===== src/logic/mls_pkg.sv =====
/*
  Constants, code tables and the LFSR step for one main-link lane transmitter.
  Assumes one bit clock per lane; the sink mirrors the same LFSR decisions.
*/
package mls_pkg;

  localparam logic [15:0] MLS_LFSR_SEED   = 16'hFFFF;
  localparam logic [8:0]  MLS_BLANK_LAST  = 9'h1FF;
  localparam logic [3:0]  MLS_SYM_BITS    = 4'hA;

  // Control symbol byte values (y in bits 7:5, x in bits 4:0)
  localparam logic [7:0] MLS_BLANK_START   = 8'hBC;
  localparam logic [7:0] MLS_BLANK_END     = 8'hFB;
  localparam logic [7:0] MLS_SIDE_START    = 8'h5C;
  localparam logic [7:0] MLS_SIDE_END      = 8'hFD;
  localparam logic [7:0] MLS_FILL_START    = 8'hFE;
  localparam logic [7:0] MLS_FILL_END      = 8'hF7;
  localparam logic [7:0] MLS_SCR_RESET     = 8'h1C;
  localparam logic [7:0] MLS_PROT_BLANK    = 8'h3C;
  localparam logic [7:0] MLS_PROT_SCR_RST  = 8'h7C;

  // 5b/6b codes for running disparity negative, written abcdei
  localparam logic [0:31][5:0] MLS_D6 = {
    6'h27, 6'h1D, 6'h2D, 6'h31, 6'h35, 6'h29, 6'h19, 6'h38,
    6'h39, 6'h25, 6'h15, 6'h34, 6'h0D, 6'h2C, 6'h1C, 6'h17,
    6'h1B, 6'h23, 6'h13, 6'h32, 6'h0B, 6'h2A, 6'h1A, 6'h3A,
    6'h33, 6'h26, 6'h16, 6'h36, 6'h0E, 6'h2E, 6'h1E, 6'h2B};
  localparam logic [5:0] MLS_K28_6B = 6'h0F;
  // 3b/4b codes for running disparity negative, written fghj
  localparam logic [0:7][3:0] MLS_D4 = {
    4'hB, 4'h9, 4'h5, 4'hC, 4'hD, 4'hA, 4'h6, 4'hE};
  localparam logic [3:0] MLS_A7_4B = 4'h7;

  function automatic logic [15:0] mls_lfsr_step(input logic [15:0] l);
    logic [15:0] n;
    n[0]  = l[15] ^ l[12] ^ l[10] ^ l[9] ^ l[8];
    n[1]  = l[13] ^ l[11] ^ l[10] ^ l[9];
    n[2]  = l[14] ^ l[12] ^ l[11] ^ l[10];
    n[3]  = l[15] ^ l[13] ^ l[12] ^ l[11];
    n[4]  = l[15] ^ l[14] ^ l[13] ^ l[10] ^ l[9] ^ l[8];
    n[5]  = l[15] ^ l[14] ^ l[11] ^ l[10] ^ l[9];
    n[6]  = l[15] ^ l[12] ^ l[11] ^ l[10];
    n[7]  = l[13] ^ l[12] ^ l[11];
    n[8]  = l[14] ^ l[13] ^ l[12] ^ l[0];
    n[9]  = l[15] ^ l[14] ^ l[13] ^ l[1];
    n[10] = l[15] ^ l[14] ^ l[2];
    n[11] = l[15] ^ l[3];
    n[12] = l[4];
    n[13] = l[15] ^ l[12] ^ l[10] ^ l[9] ^ l[8] ^ l[5];
    n[14] = l[13] ^ l[11] ^ l[10] ^ l[9] ^ l[6];
    n[15] = l[15] ^ l[14] ^ l[11] ^ l[9] ^ l[8] ^ l[7];
    return n;
  endfunction : mls_lfsr_step

endpackage : mls_pkg


===== src/logic/mls_lane_tx.sv =====
/*
  One main-link lane transmitter: scrambler, blank start substitution,
  two-entry buffer, 8b/10b encoder and LSB-first serializer.
  Assumes inputs synchronous to ref_clk and a sink that mirrors the LFSR.
*/
`timescale 1ns/1ps
module mls_lane_tx (
  // Clock and reset
  input  wire logic           ref_clk,
  input  wire logic           resetn,
  // Byte stream in
  input  wire logic [7:0]     in_data,
  input  wire logic           in_is_k,
  input  wire logic           in_valid,
  output logic                in_ready,
  // Scrambler control
  input  wire logic           training_active,
  input  wire logic           quality_meas,
  // Lane out
  output logic                ser_bit,
  output logic                ser_valid,
  output logic [9:0]          sym_out,
  output logic                sym_start,
  output logic                reserved_k_error
);
  import mls_pkg::*;

  typedef struct packed {
    logic [15:0]       lfsr;
    logic [8:0]        blank_cnt;
    logic [1:0][7:0]   buf_byte;
    logic [1:0]        buf_k;
    logic              wr_ptr;
    logic              rd_ptr;
    logic [1:0]        count;
    logic              in_ready;
    logic              disp;
    logic [8:0]        shreg;
    logic [3:0]        ser_cnt;
    logic              ser_bit;
    logic              ser_valid;
    logic [9:0]        sym;
    logic              sym_start;
    logic              k_error;
  } mls_state_type;

  mls_state_type st;
  mls_state_type next_st;
  logic          rst_n;
  logic [1:0]    rst_pipe;
  logic          accept;
  logic          k_ok;
  logic          push;
  logic          pop;
  logic [7:0]    push_byte;
  logic          push_k;
  logic          scr_off;
  logic [10:0]   enc;

  // 5b/6b and 3b/4b with running disparity; bit 10 is new disparity
  function automatic logic [10:0] mls_encode(input logic [7:0] b, input logic k,
                                             input logic rd);
    logic [4:0] x;
    logic [2:0] y;
    logic [5:0] c6;
    logic [3:0] c4;
    logic       k28;
    logic       rdm;
    logic       a7;
    logic [9:0] s;
    x   = b[4:0];
    y   = b[7:5];
    k28 = k && (x == 5'h1C);
    c6  = k28 ? MLS_K28_6B : MLS_D6[x];
    if (rd && (k28 || ($countones(c6) != 3) || (x == 5'h07))) begin
      c6 = ~c6;
    end
    rdm = rd ^ ($countones(c6) != 3);
    a7  = (y == 3'h7) && (k || (!rdm && (x == 5'h11 || x == 5'h12 || x == 5'h14))
                            || (rdm && (x == 5'h0B || x == 5'h0D || x == 5'h0E)));
    c4  = a7 ? MLS_A7_4B : MLS_D4[y];
    // Balanced K28 tails flip against the disparity, unlike data tails
    if (rdm ? (a7 || ($countones(c4) != 2) || (y == 3'h3))
            : (k28 && ($countones(c4) == 2) && (y != 3'h3))) begin
      c4 = ~c4;
    end
    for (int i = 0; i < 6; i++) begin
      s[i] = c6[5 - i];
    end
    for (int i = 0; i < 4; i++) begin
      s[6 + i] = c4[3 - i];
    end
    return {rdm ^ ($countones(c4) != 2), s};
  endfunction : mls_encode

  // Reset release through two flops; kept out of the struct, it has its own reset
  always_ff @(posedge ref_clk or negedge resetn) begin
    if (!resetn) begin
      rst_pipe <= 2'h0;
    end else begin
      rst_pipe <= {rst_pipe[0], 1'b1};
    end
  end
  assign rst_n = rst_pipe[1];

  always_comb begin
    next_st  = st;
    // off during training and quality measurement
    scr_off  = training_active || quality_meas;
    accept   = in_valid && st.in_ready;
    // only assigned control codes are legal
    k_ok     = (in_data == MLS_BLANK_START) || (in_data == MLS_BLANK_END)
            || (in_data == MLS_SIDE_START)  || (in_data == MLS_SIDE_END)
            || (in_data == MLS_FILL_START)  || (in_data == MLS_FILL_END)
            || (in_data == MLS_SCR_RESET)   || (in_data == MLS_PROT_BLANK)
            || (in_data == MLS_PROT_SCR_RST);
    // reserved special code is dropped and flagged
    push     = accept && (!in_is_k || k_ok);
    push_k   = in_is_k;
    push_byte = in_data;
    next_st.k_error = accept && in_is_k && !k_ok;
    if (push && in_is_k) begin
      if (in_data == MLS_BLANK_START) begin
        if (st.blank_cnt == MLS_BLANK_LAST) begin
          push_byte         = MLS_SCR_RESET;
          next_st.blank_cnt = 9'h000;
        end else begin
          next_st.blank_cnt = st.blank_cnt + 9'h001;
        end
      end
      // reset LFSR on scrambler reset (plain or protected)
      if (push_byte == MLS_SCR_RESET || push_byte == MLS_PROT_SCR_RST) begin
        next_st.lfsr = MLS_LFSR_SEED;
      end
    end else if (push && !scr_off) begin
      // xor with reversed LFSR bits, then step eight places
      for (int i = 0; i < 8; i++) begin
        push_byte[i] = in_data[i] ^ st.lfsr[15 - i];
      end
      next_st.lfsr = mls_lfsr_step(st.lfsr);
    end

    // Serializer: one bit per clock, so the buffer really fills
    pop = (st.count != 2'h0) && (st.ser_cnt <= 4'h1);
    // encoding takes the already scrambled byte
    enc = mls_encode(st.buf_byte[st.rd_ptr], st.buf_k[st.rd_ptr], st.disp);
    next_st.sym_start = pop;
    if (pop) begin
      next_st.sym       = enc[9:0];
      next_st.disp      = enc[10];
      next_st.ser_bit   = enc[0];
      next_st.shreg     = enc[9:1];
      next_st.ser_cnt   = MLS_SYM_BITS;
      next_st.ser_valid = 1'b1;
      next_st.rd_ptr    = ~st.rd_ptr;
    end else if (st.ser_cnt > 4'h1) begin
      next_st.ser_bit   = st.shreg[0];
      next_st.shreg     = {1'b0, st.shreg[8:1]};
      next_st.ser_cnt   = st.ser_cnt - 4'h1;
      next_st.ser_valid = 1'b1;
    end else begin
      next_st.ser_cnt   = 4'h0;
      next_st.ser_valid = 1'b0;
    end

    if (push) begin
      next_st.buf_byte[st.wr_ptr] = push_byte;
      next_st.buf_k[st.wr_ptr]    = push_k;
      next_st.wr_ptr              = ~st.wr_ptr;
    end
    next_st.count    = st.count + {1'b0, push} - {1'b0, pop};
    // Registered ready: full buffer stalls the source
    next_st.in_ready = (next_st.count != 2'h2);
  end

  // reset: LFSR all ones, buffered output bytes zero
  always_ff @(posedge ref_clk or negedge rst_n) begin
    if (!rst_n) begin
      st.lfsr      <= MLS_LFSR_SEED;
      st.blank_cnt <= 9'h000;
      st.buf_byte  <= '0;
      st.buf_k     <= 2'h0;
      st.wr_ptr    <= 1'b0;
      st.rd_ptr    <= 1'b0;
      st.count     <= 2'h0;
      st.in_ready  <= 1'b0;
      st.disp      <= 1'b0;
      st.shreg     <= 9'h000;
      st.ser_cnt   <= 4'h0;
      st.ser_bit   <= 1'b0;
      st.ser_valid <= 1'b0;
      st.sym       <= 10'h000;
      st.sym_start <= 1'b0;
      st.k_error   <= 1'b0;
    end else begin
      st.lfsr      <= next_st.lfsr;
      st.blank_cnt <= next_st.blank_cnt;
      st.buf_byte  <= next_st.buf_byte;
      st.buf_k     <= next_st.buf_k;
      st.wr_ptr    <= next_st.wr_ptr;
      st.rd_ptr    <= next_st.rd_ptr;
      st.count     <= next_st.count;
      st.in_ready  <= next_st.in_ready;
      st.disp      <= next_st.disp;
      st.shreg     <= next_st.shreg;
      st.ser_cnt   <= next_st.ser_cnt;
      st.ser_bit   <= next_st.ser_bit;
      st.ser_valid <= next_st.ser_valid;
      st.sym       <= next_st.sym;
      st.sym_start <= next_st.sym_start;
      st.k_error   <= next_st.k_error;
    end
  end

  assign in_ready         = st.in_ready;
  assign ser_bit          = st.ser_bit;
  assign ser_valid        = st.ser_valid;
  assign sym_out          = st.sym;
  assign sym_start        = st.sym_start;
  assign reserved_k_error = st.k_error;
endmodule : mls_lane_tx


===== config.mk =====
export PLATFORM = sky130hd
export DESIGN_NAME = mls_lane_tx
export DESIGN_NICKNAME = d
export VERILOG_FILES = /design/src/logic/mls_pkg.sv /design/src/logic/mls_lane_tx.sv
export SDC_FILE = /design/constraint.sdc
export NUM_CORES = 1
export LEC_CHECK = 0
export BUFFER_PORTS_ARGS = -buffer_cell sky130_fd_sc_hd__buf_2
export CELL_PAD_IN_SITES_DETAIL_PLACEMENT = 1
export CELL_PAD_IN_SITES_GLOBAL_PLACEMENT = 2
export CORE_UTILIZATION = 36
export CTS_BUF_LIST = sky130_fd_sc_hd__clkbuf_2
export CTS_CLUSTER_DIAMETER = 120
export CTS_CLUSTER_SIZE = 28
export DETAILED_ROUTE_END_ITERATION = 8
export PLACE_DENSITY_LB_ADDON = 0.1
export SYNTH_ARGS = -nofsm -noshare
export SYNTH_HDL_FRONTEND = slang
export SYNTH_SLANG_ARGS = --single-unit

===== constraint.sdc =====
create_clock -name ref_clk -period 2.42 [get_ports ref_clk]
set_input_delay 0.121 -clock ref_clk [delete_from_list [all_inputs] [get_ports ref_clk]]
set_output_delay 0.121 -clock ref_clk [all_outputs]
set_load 0.01 [all_outputs]

==> reports/qor.yml, run 1 <==
crit_slowest_cell: "dfrtp_2"
start_util: 0.373
cp_slowest_stage_delay_ns: 0.53
vias: 4352
min_period_over_period: 3.72
post-route-min-period_ns: 9.01
clk_pin_slew_worst_paths_ns: 0.23
numClockSinks: 78
grt_pass1_vias: 4784
synthArstFlopShare: 1.00
ff2ff_path_depth: 43
critical_path_required_ns: 2.89
die-area_um2: 14400
wl_per_cell_um: 17.1
arrival_ns: 9.48
ant_nets: 0
area_delta_synth_final_pct: 42.2
root_buffer: "clkbuf_2"
cp_max_fo: 10
final_common_cell: "buf_4"
crit_type: "reg2reg"
ys.flop_type: "dfrtp_1"
cp-startpoint: "st[31]$_DFFE_PN0P_"
io_buffers: 28
drt_iter0_drc: 124
grt_max_degree: 40
hold_violations: 0
io_pins: 29
rr_endpoint: "st[27]$_DFFE_PN0P_"
final_nets: 719
synth_edf_count: 0
drc: 0
skew_ns: 0.0314
netlist_instances: 540
cts_tree: "done"
synth_area_um2: 5000
yosysSeqAreaShare: 0.395
clock_path_buffers: 2
fin_area_um2: 7100
worst_pin_slew_ns: 0.703
die_x_um: 120
hpwl_um: 9890
firstDrtPassIters: 4
via_per_inst: 5.07
status: "finished with violations"
relSlewSlack: 0.530
r2r_start: "st[31]$_DFFE_PN0P_"
rows: 42
synth_cell_types: 66
antenna_found_initial: 1
rsz0062_at_grt: "true"
placed_cell_area_um2: 6020
worst_setup_path_start_kind: "flip-flop"
worstHoldPathType: "in2reg"
timing.fmax_mhz: 111
worst_hold_path.num_cells: 7
reg2reg_setup_slack_ns: -6.59
ctsHtreeMaxLevel: 3
yosysWarningCount: 0
setup_viol: 37
cp-endpoint: "st[27]$_DFFE_PN0P_"
report.final.slew_viol_count: 0
wirelength_um: 14700
die_h_um: 120
synth_nets: 582
violations: "negative setup slack"
place.gp.congestion: 0.821
fin_setup_tns_ns: -79.30
clock_latency_ns: 0.57
fin_ws_ns: -6.59
end_kind: "flip-flop"
core_area_um2: 13400
synth.avg_cell_area_um2: 9.25
post_route_cells_drive_above_1_share: 0.418
grt_util_all_layers: 0.214
overflow: 0
fill_cells: 1518
grt_pass1_wl_um: 23900
layout_common_cells: "buf_4, dfrtp_1, nand2_1"
synth_seq_cells: 78
maxCapViolCount: 0
cts_inserted_buffers: 9
[synthesized netlist by cell type, types with 4 or more instances]
master / n / area [µm²]
a21oi_1: 20 / 100
a31oi_1: 20 / 125
and3_1: 14 / 87.6
buf_2: 7 / 35.0
buf_4: 11 / 82.6
clkbuf_1: 15 / 56.3
dfrtp_1: 62 / 1550
dfstp_2: 16 / 420
fa_1: 6 / 120
ha_1: 22 / 275
inv_1: 35 / 131
mux2_2: 7 / 78.8
mux2i_1: 15 / 150
nand2_1: 56 / 210
nand2b_1: 7 / 43.8
nand3_1: 13 / 65.1
nor2_1: 41 / 154
nor3_1: 7 / 35.0
o21ai_0: 46 / 230
o31ai_1: 4 / 30.0
xnor2_1: 33 / 289
xor2_1: 18 / 158
[timing repair]
item / 4_1_cts / 5_1_grt
endpoints found under the setup margin: 32 / 38
buffers inserted: 18 / 9
gates resized for setup: 48 / 51
pin swaps: 17 / 11
gates cloned: 3 / 0
hold endpoints to repair: 25 / 0
hold buffers: 15 / 0
[registers in the layout, indices dropped and copies added (netlist names)]
signal            flops
reserved_k_error      1
ser_valid             1
st                   61
sym_start             1
sym_out              10
rst_pipe              2
in_ready              1
ser_bit               1
[per-layer routing]
layer	GRT usage	routed length (µm)	vias to the layer above	part of all wire
met2	0.376	7740	40	0.53
met1	0.257	6510	2183	0.44
met3	0.0504	273	9	0.019
li1	-	-	2120	-
met4	0.0641	135	0	0.0092
met5	0	0	-	0
[cells by family after synthesis]
logic type | after synthesis | synth area share
AOI/OAI and AO/OA | 124 | 0.159
xor gates and xnor gates | 52 | 0.0927
adders and majority gates | 28 | 0.0791
buffers and inverters | 71 | 0.0664
DFF | 78 | 0.395
muxes | 24 | 0.0533
other | 1 | 0.000751
and+or+nand+nor | 162 | 0.154
[area by class of cell]
class                   count  area [µm²]  area share
well taps                 176         220      0.0310
clock buffers               9        45.0     0.00634
repair buffers            161        1280       0.181
flip-flops and latches     78        1980       0.278
inverters                  36         135      0.0190
multi-input cells         391        3350       0.472
clock inverters             7        88.8      0.0125
diodes                      1        2.50    0.000352
[worst min-delay path by stage]
stage	startpoint	endpoint	slack [ns]
2_1_floorplan	resetn	rst_pipe[0]$_DFF_PN0_	-0.17
3_3_place_gp	resetn	rst_pipe[0]$_DFF_PN0_	-0.09
3_5_place_dp	resetn	rst_pipe[0]$_DFF_PN0_	-0.09
4_1_cts	quality_meas	st[41]$_DFFE_PN0P_	0.20
5_1_grt	quality_meas	st[35]$_DFFE_PN0P_	0.27
6_report	quality_meas	st[41]$_DFFE_PN0P_	0.26
[through the flow]
step	worst slack (ns)	util	cells	hold WS (ns)
6_report	-6.59	0.530	859	0.255
5_1_grt	-7.02	0.530	859	0.267
4_1_cts	-6.58	0.507	852	0.196
3_5_place_dp	-6.82	0.449	800	-0.0904
3_3_place_gp	-6.51	0.449	800	-0.0938
2_1_floorplan	-6.54	-	540	-0.175
[critical path, delay by kind of cell, from the launching register on]
kind                     cells  cell delay [ns]
adder cells (fa/ha/maj)     12             3.72
AO/OA/AOI/OAI                9             1.59
buffers and inverters       11             1.02
XOR/XNOR                     4             0.74
multiplexers                 2             0.66
AND/OR/NAND/NOR              5             0.62
flip-flops                   1             0.53
Power of run 1 is left out: the tool's default activity adds up to more than one toggle a clock period on the data nets, which glitch-free logic cannot reach.
==> run 2: changes to the inputs <==
ABC_AREA = 1   (was default)
CORE_UTILIZATION = 34   (was 36)
==> reports/qor.yml, run 2 <==
violations: "negative setup slack"
clock_path_buffers: 2
ctsHtreeMaxLevel: 3
clock_latency_ns: 0.57
final_nets: 923
worst_setup_path_start_kind: "flip-flop"
layout_common_cells: "nand2_1, buf_4, inv_1"
wl_per_cell_um: 16.1
antenna_found_initial: 1
skew_ns: 0.0489
place.gp.congestion: 0.828
pre_cts_ws_ns: -6.65
area_delta_synth_final_pct: 46.8
die_h_um: 127
die-area_um2: 16000
root_buffer: "clkbuf_2"
crit_type: "reg2reg"
rr_endpoint: "st[27]$_DFFE_PN0P_"
rows: 45
via_per_inst: 4.89
yosysSeqAreaShare: 0.373
arrival_ns: 9.61
ys.flop_type: "dfrtp_1"
post_route_cells_drive_above_1_share: 0.430
regMostFlops: "st"
hold_violations: 0
end_kind: "flip-flop"
dp_cells: 970
worst_path_most_repeated_cell: "fa_1"
min_period_over_period: 3.78
cp_max_fo: 7
muxShareOfSynthArea: 0
grt_pass1_wl_um: 28200
synth_seq_cells: 78
netlist_instances: 680
reg2reg_setup_slack_ns: -6.72
report.final.slew_viol_count: 0
yosysTopAreaCell: "dfrtp_1"
synth_top_family_by_area: "simple AND/OR/NAND/NOR gates"
drt_iter0_drc: 200
cp_num_cells: 47
overflow: 0
yosysWarningCount: 0
fin_cells: 1075
wirelength_um: 17300
clk_pin_slew_worst_paths_ns: 0.25
cp_slowest_stage_delay_ns: 0.53
status: "finished with violations"
synth_most_common_cell: "nand2_1"
maxCapViolCount: 0
hpwl_um: 11100
crit_slowest_cell: "dfrtp_2"
synth.avg_cell_area_um2: 7.77
synth_xor_area_frac: 0.0637
ff2ff_path_depth: 47
fin_ws_ns: -6.72
synth_nets: 722
grt_util_all_layers: 0.224
grt_pass1_vias: 5675
synth_edf_count: 0
synth_area_um2: 5280
firstDrtPassIters: 4
cts_tree: "done"
synthSimpleGateAreaFrac: 0.321
worstHoldPathType: "reg2async"
rsz0062_at_grt: "true"
relSlewSlack: 0.626
synth_top_area_frac: 0.294
numClockSinks: 78
synthArstFlopShare: 1.00
setup_viol: 21
cts_inserted_buffers: 9
yosys-top-cells-count: "nand2_1, inv_1, nand3_1, dfrtp_1"
grt_max_degree: 40
synth_compound_gate_area_share: 0.0760
final_common_cell: "nand2_1"
r2r_start: "st[31]$_DFFE_PN0P_"
die_x_um: 127
start_util: 0.347
drc: 0
vias: 5259
worst_pin_slew_ns: 0.559
largest_reg_flops: 61
path_buf_inv: 10
fin_setup_tns_ns: -78.15
synth_cell_types: 48
path_delay_family: "adder cells"
critical_path_required_ns: 2.88
synth.area.top_cells: "dfrtp_1, nand2_1, dfstp_2, nand3_1, ha_1"
timing.fmax_mhz: 109
core_area_um2: 15200
io_buffers: 28
ant_nets: 0
synth_fa_ha_area_frac: 0.0749
io_pins: 29
post-route-min-period_ns: 9.14
run 2: cell types whose count changed in the layout (fill, tap and decap cells not counted), sizes merged, moves of 19 or more:
cell	before	now
xnor2	33	14
nand3	13	71
inv	36	77
a31oi	21	0
buf	146	204
nand2	56	226
run 2: worst max-delay path by stage:
stage | startpoint | end
after floorplan | st[31]$_DFFE_PN0P_ | st[27]$_DFFE_PN0P_
after global placement | st[31]$_DFFE_PN0P_ | st[27]$_DFFE_PN0P_
after detailed placement | st[31]$_DFFE_PN0P_ | st[27]$_DFFE_PN0P_
after CTS | st[31]$_DFFE_PN0P_ | st[27]$_DFFE_PN0P_
after global routing | st[31]$_DFFE_PN0P_ | st[27]$_DFFE_PN0P_
final | st[31]$_DFFE_PN0P_ | st[27]$_DFFE_PN0P_
run 2: logic make-up (layout without fill, tap and decap cells):
family                     Yosys count  in the layout
and+or+nand+nor                    365            366
buffers and inverters              107            312
DFF                                 78             78
AOI/OAI and AO/OA                   66             66
xor gates and xnor gates            35             35
adders and majority gates           28             28
other                                1              2
run 2: area by class of cell:
type | instances | area [µm²]
inverter | 77 | 304
tap | 188 | 235
timing repair buffer | 219 | 1720
clock inverter | 6 | 87.6
fill | 1807 | 7450
sequential | 78 | 1980
multi-input combinational | 496 | 3380
clock buffer | 10 | 50.0
antenna | 1 | 2.50
run 2: stage by stage:
stage / hold slack [ns] / area [µm²] / util
floorplan: -0.175 / 5390 / -
global placement: -0.0942 / 6370 / 0.419
CTS: 0.311 / 7340 / 0.483
detailed placement: -0.0868 / 6370 / 0.419
global route: 0.326 / 7750 / 0.510
finish: 0.331 / 7750 / 0.510
run 2: what timing repair did:
item | in CTS | in global routing
resized for setup | 43 | 80
setup endpoints to repair | 21 | 37
buffers inserted | 69 | 10
hold endpoints to repair | 21 | 0
gates cloned | 0 | 2
hold buffers | 14 | 0
pin swaps | 36 | 29
run 2: routing by layer:
metal | wire length (µm) | track usage | vias up
li1 | - | - | 2558
met1 | 7210 | 0.252 | 2610
met2 | 9360 | 0.420 | 60
met3 | 275 | 0.0316 | 31
met4 | 441 | 0.0964 | 0
met5 | 0 | 0 | -
Power of run 2 is left out for the same reason.
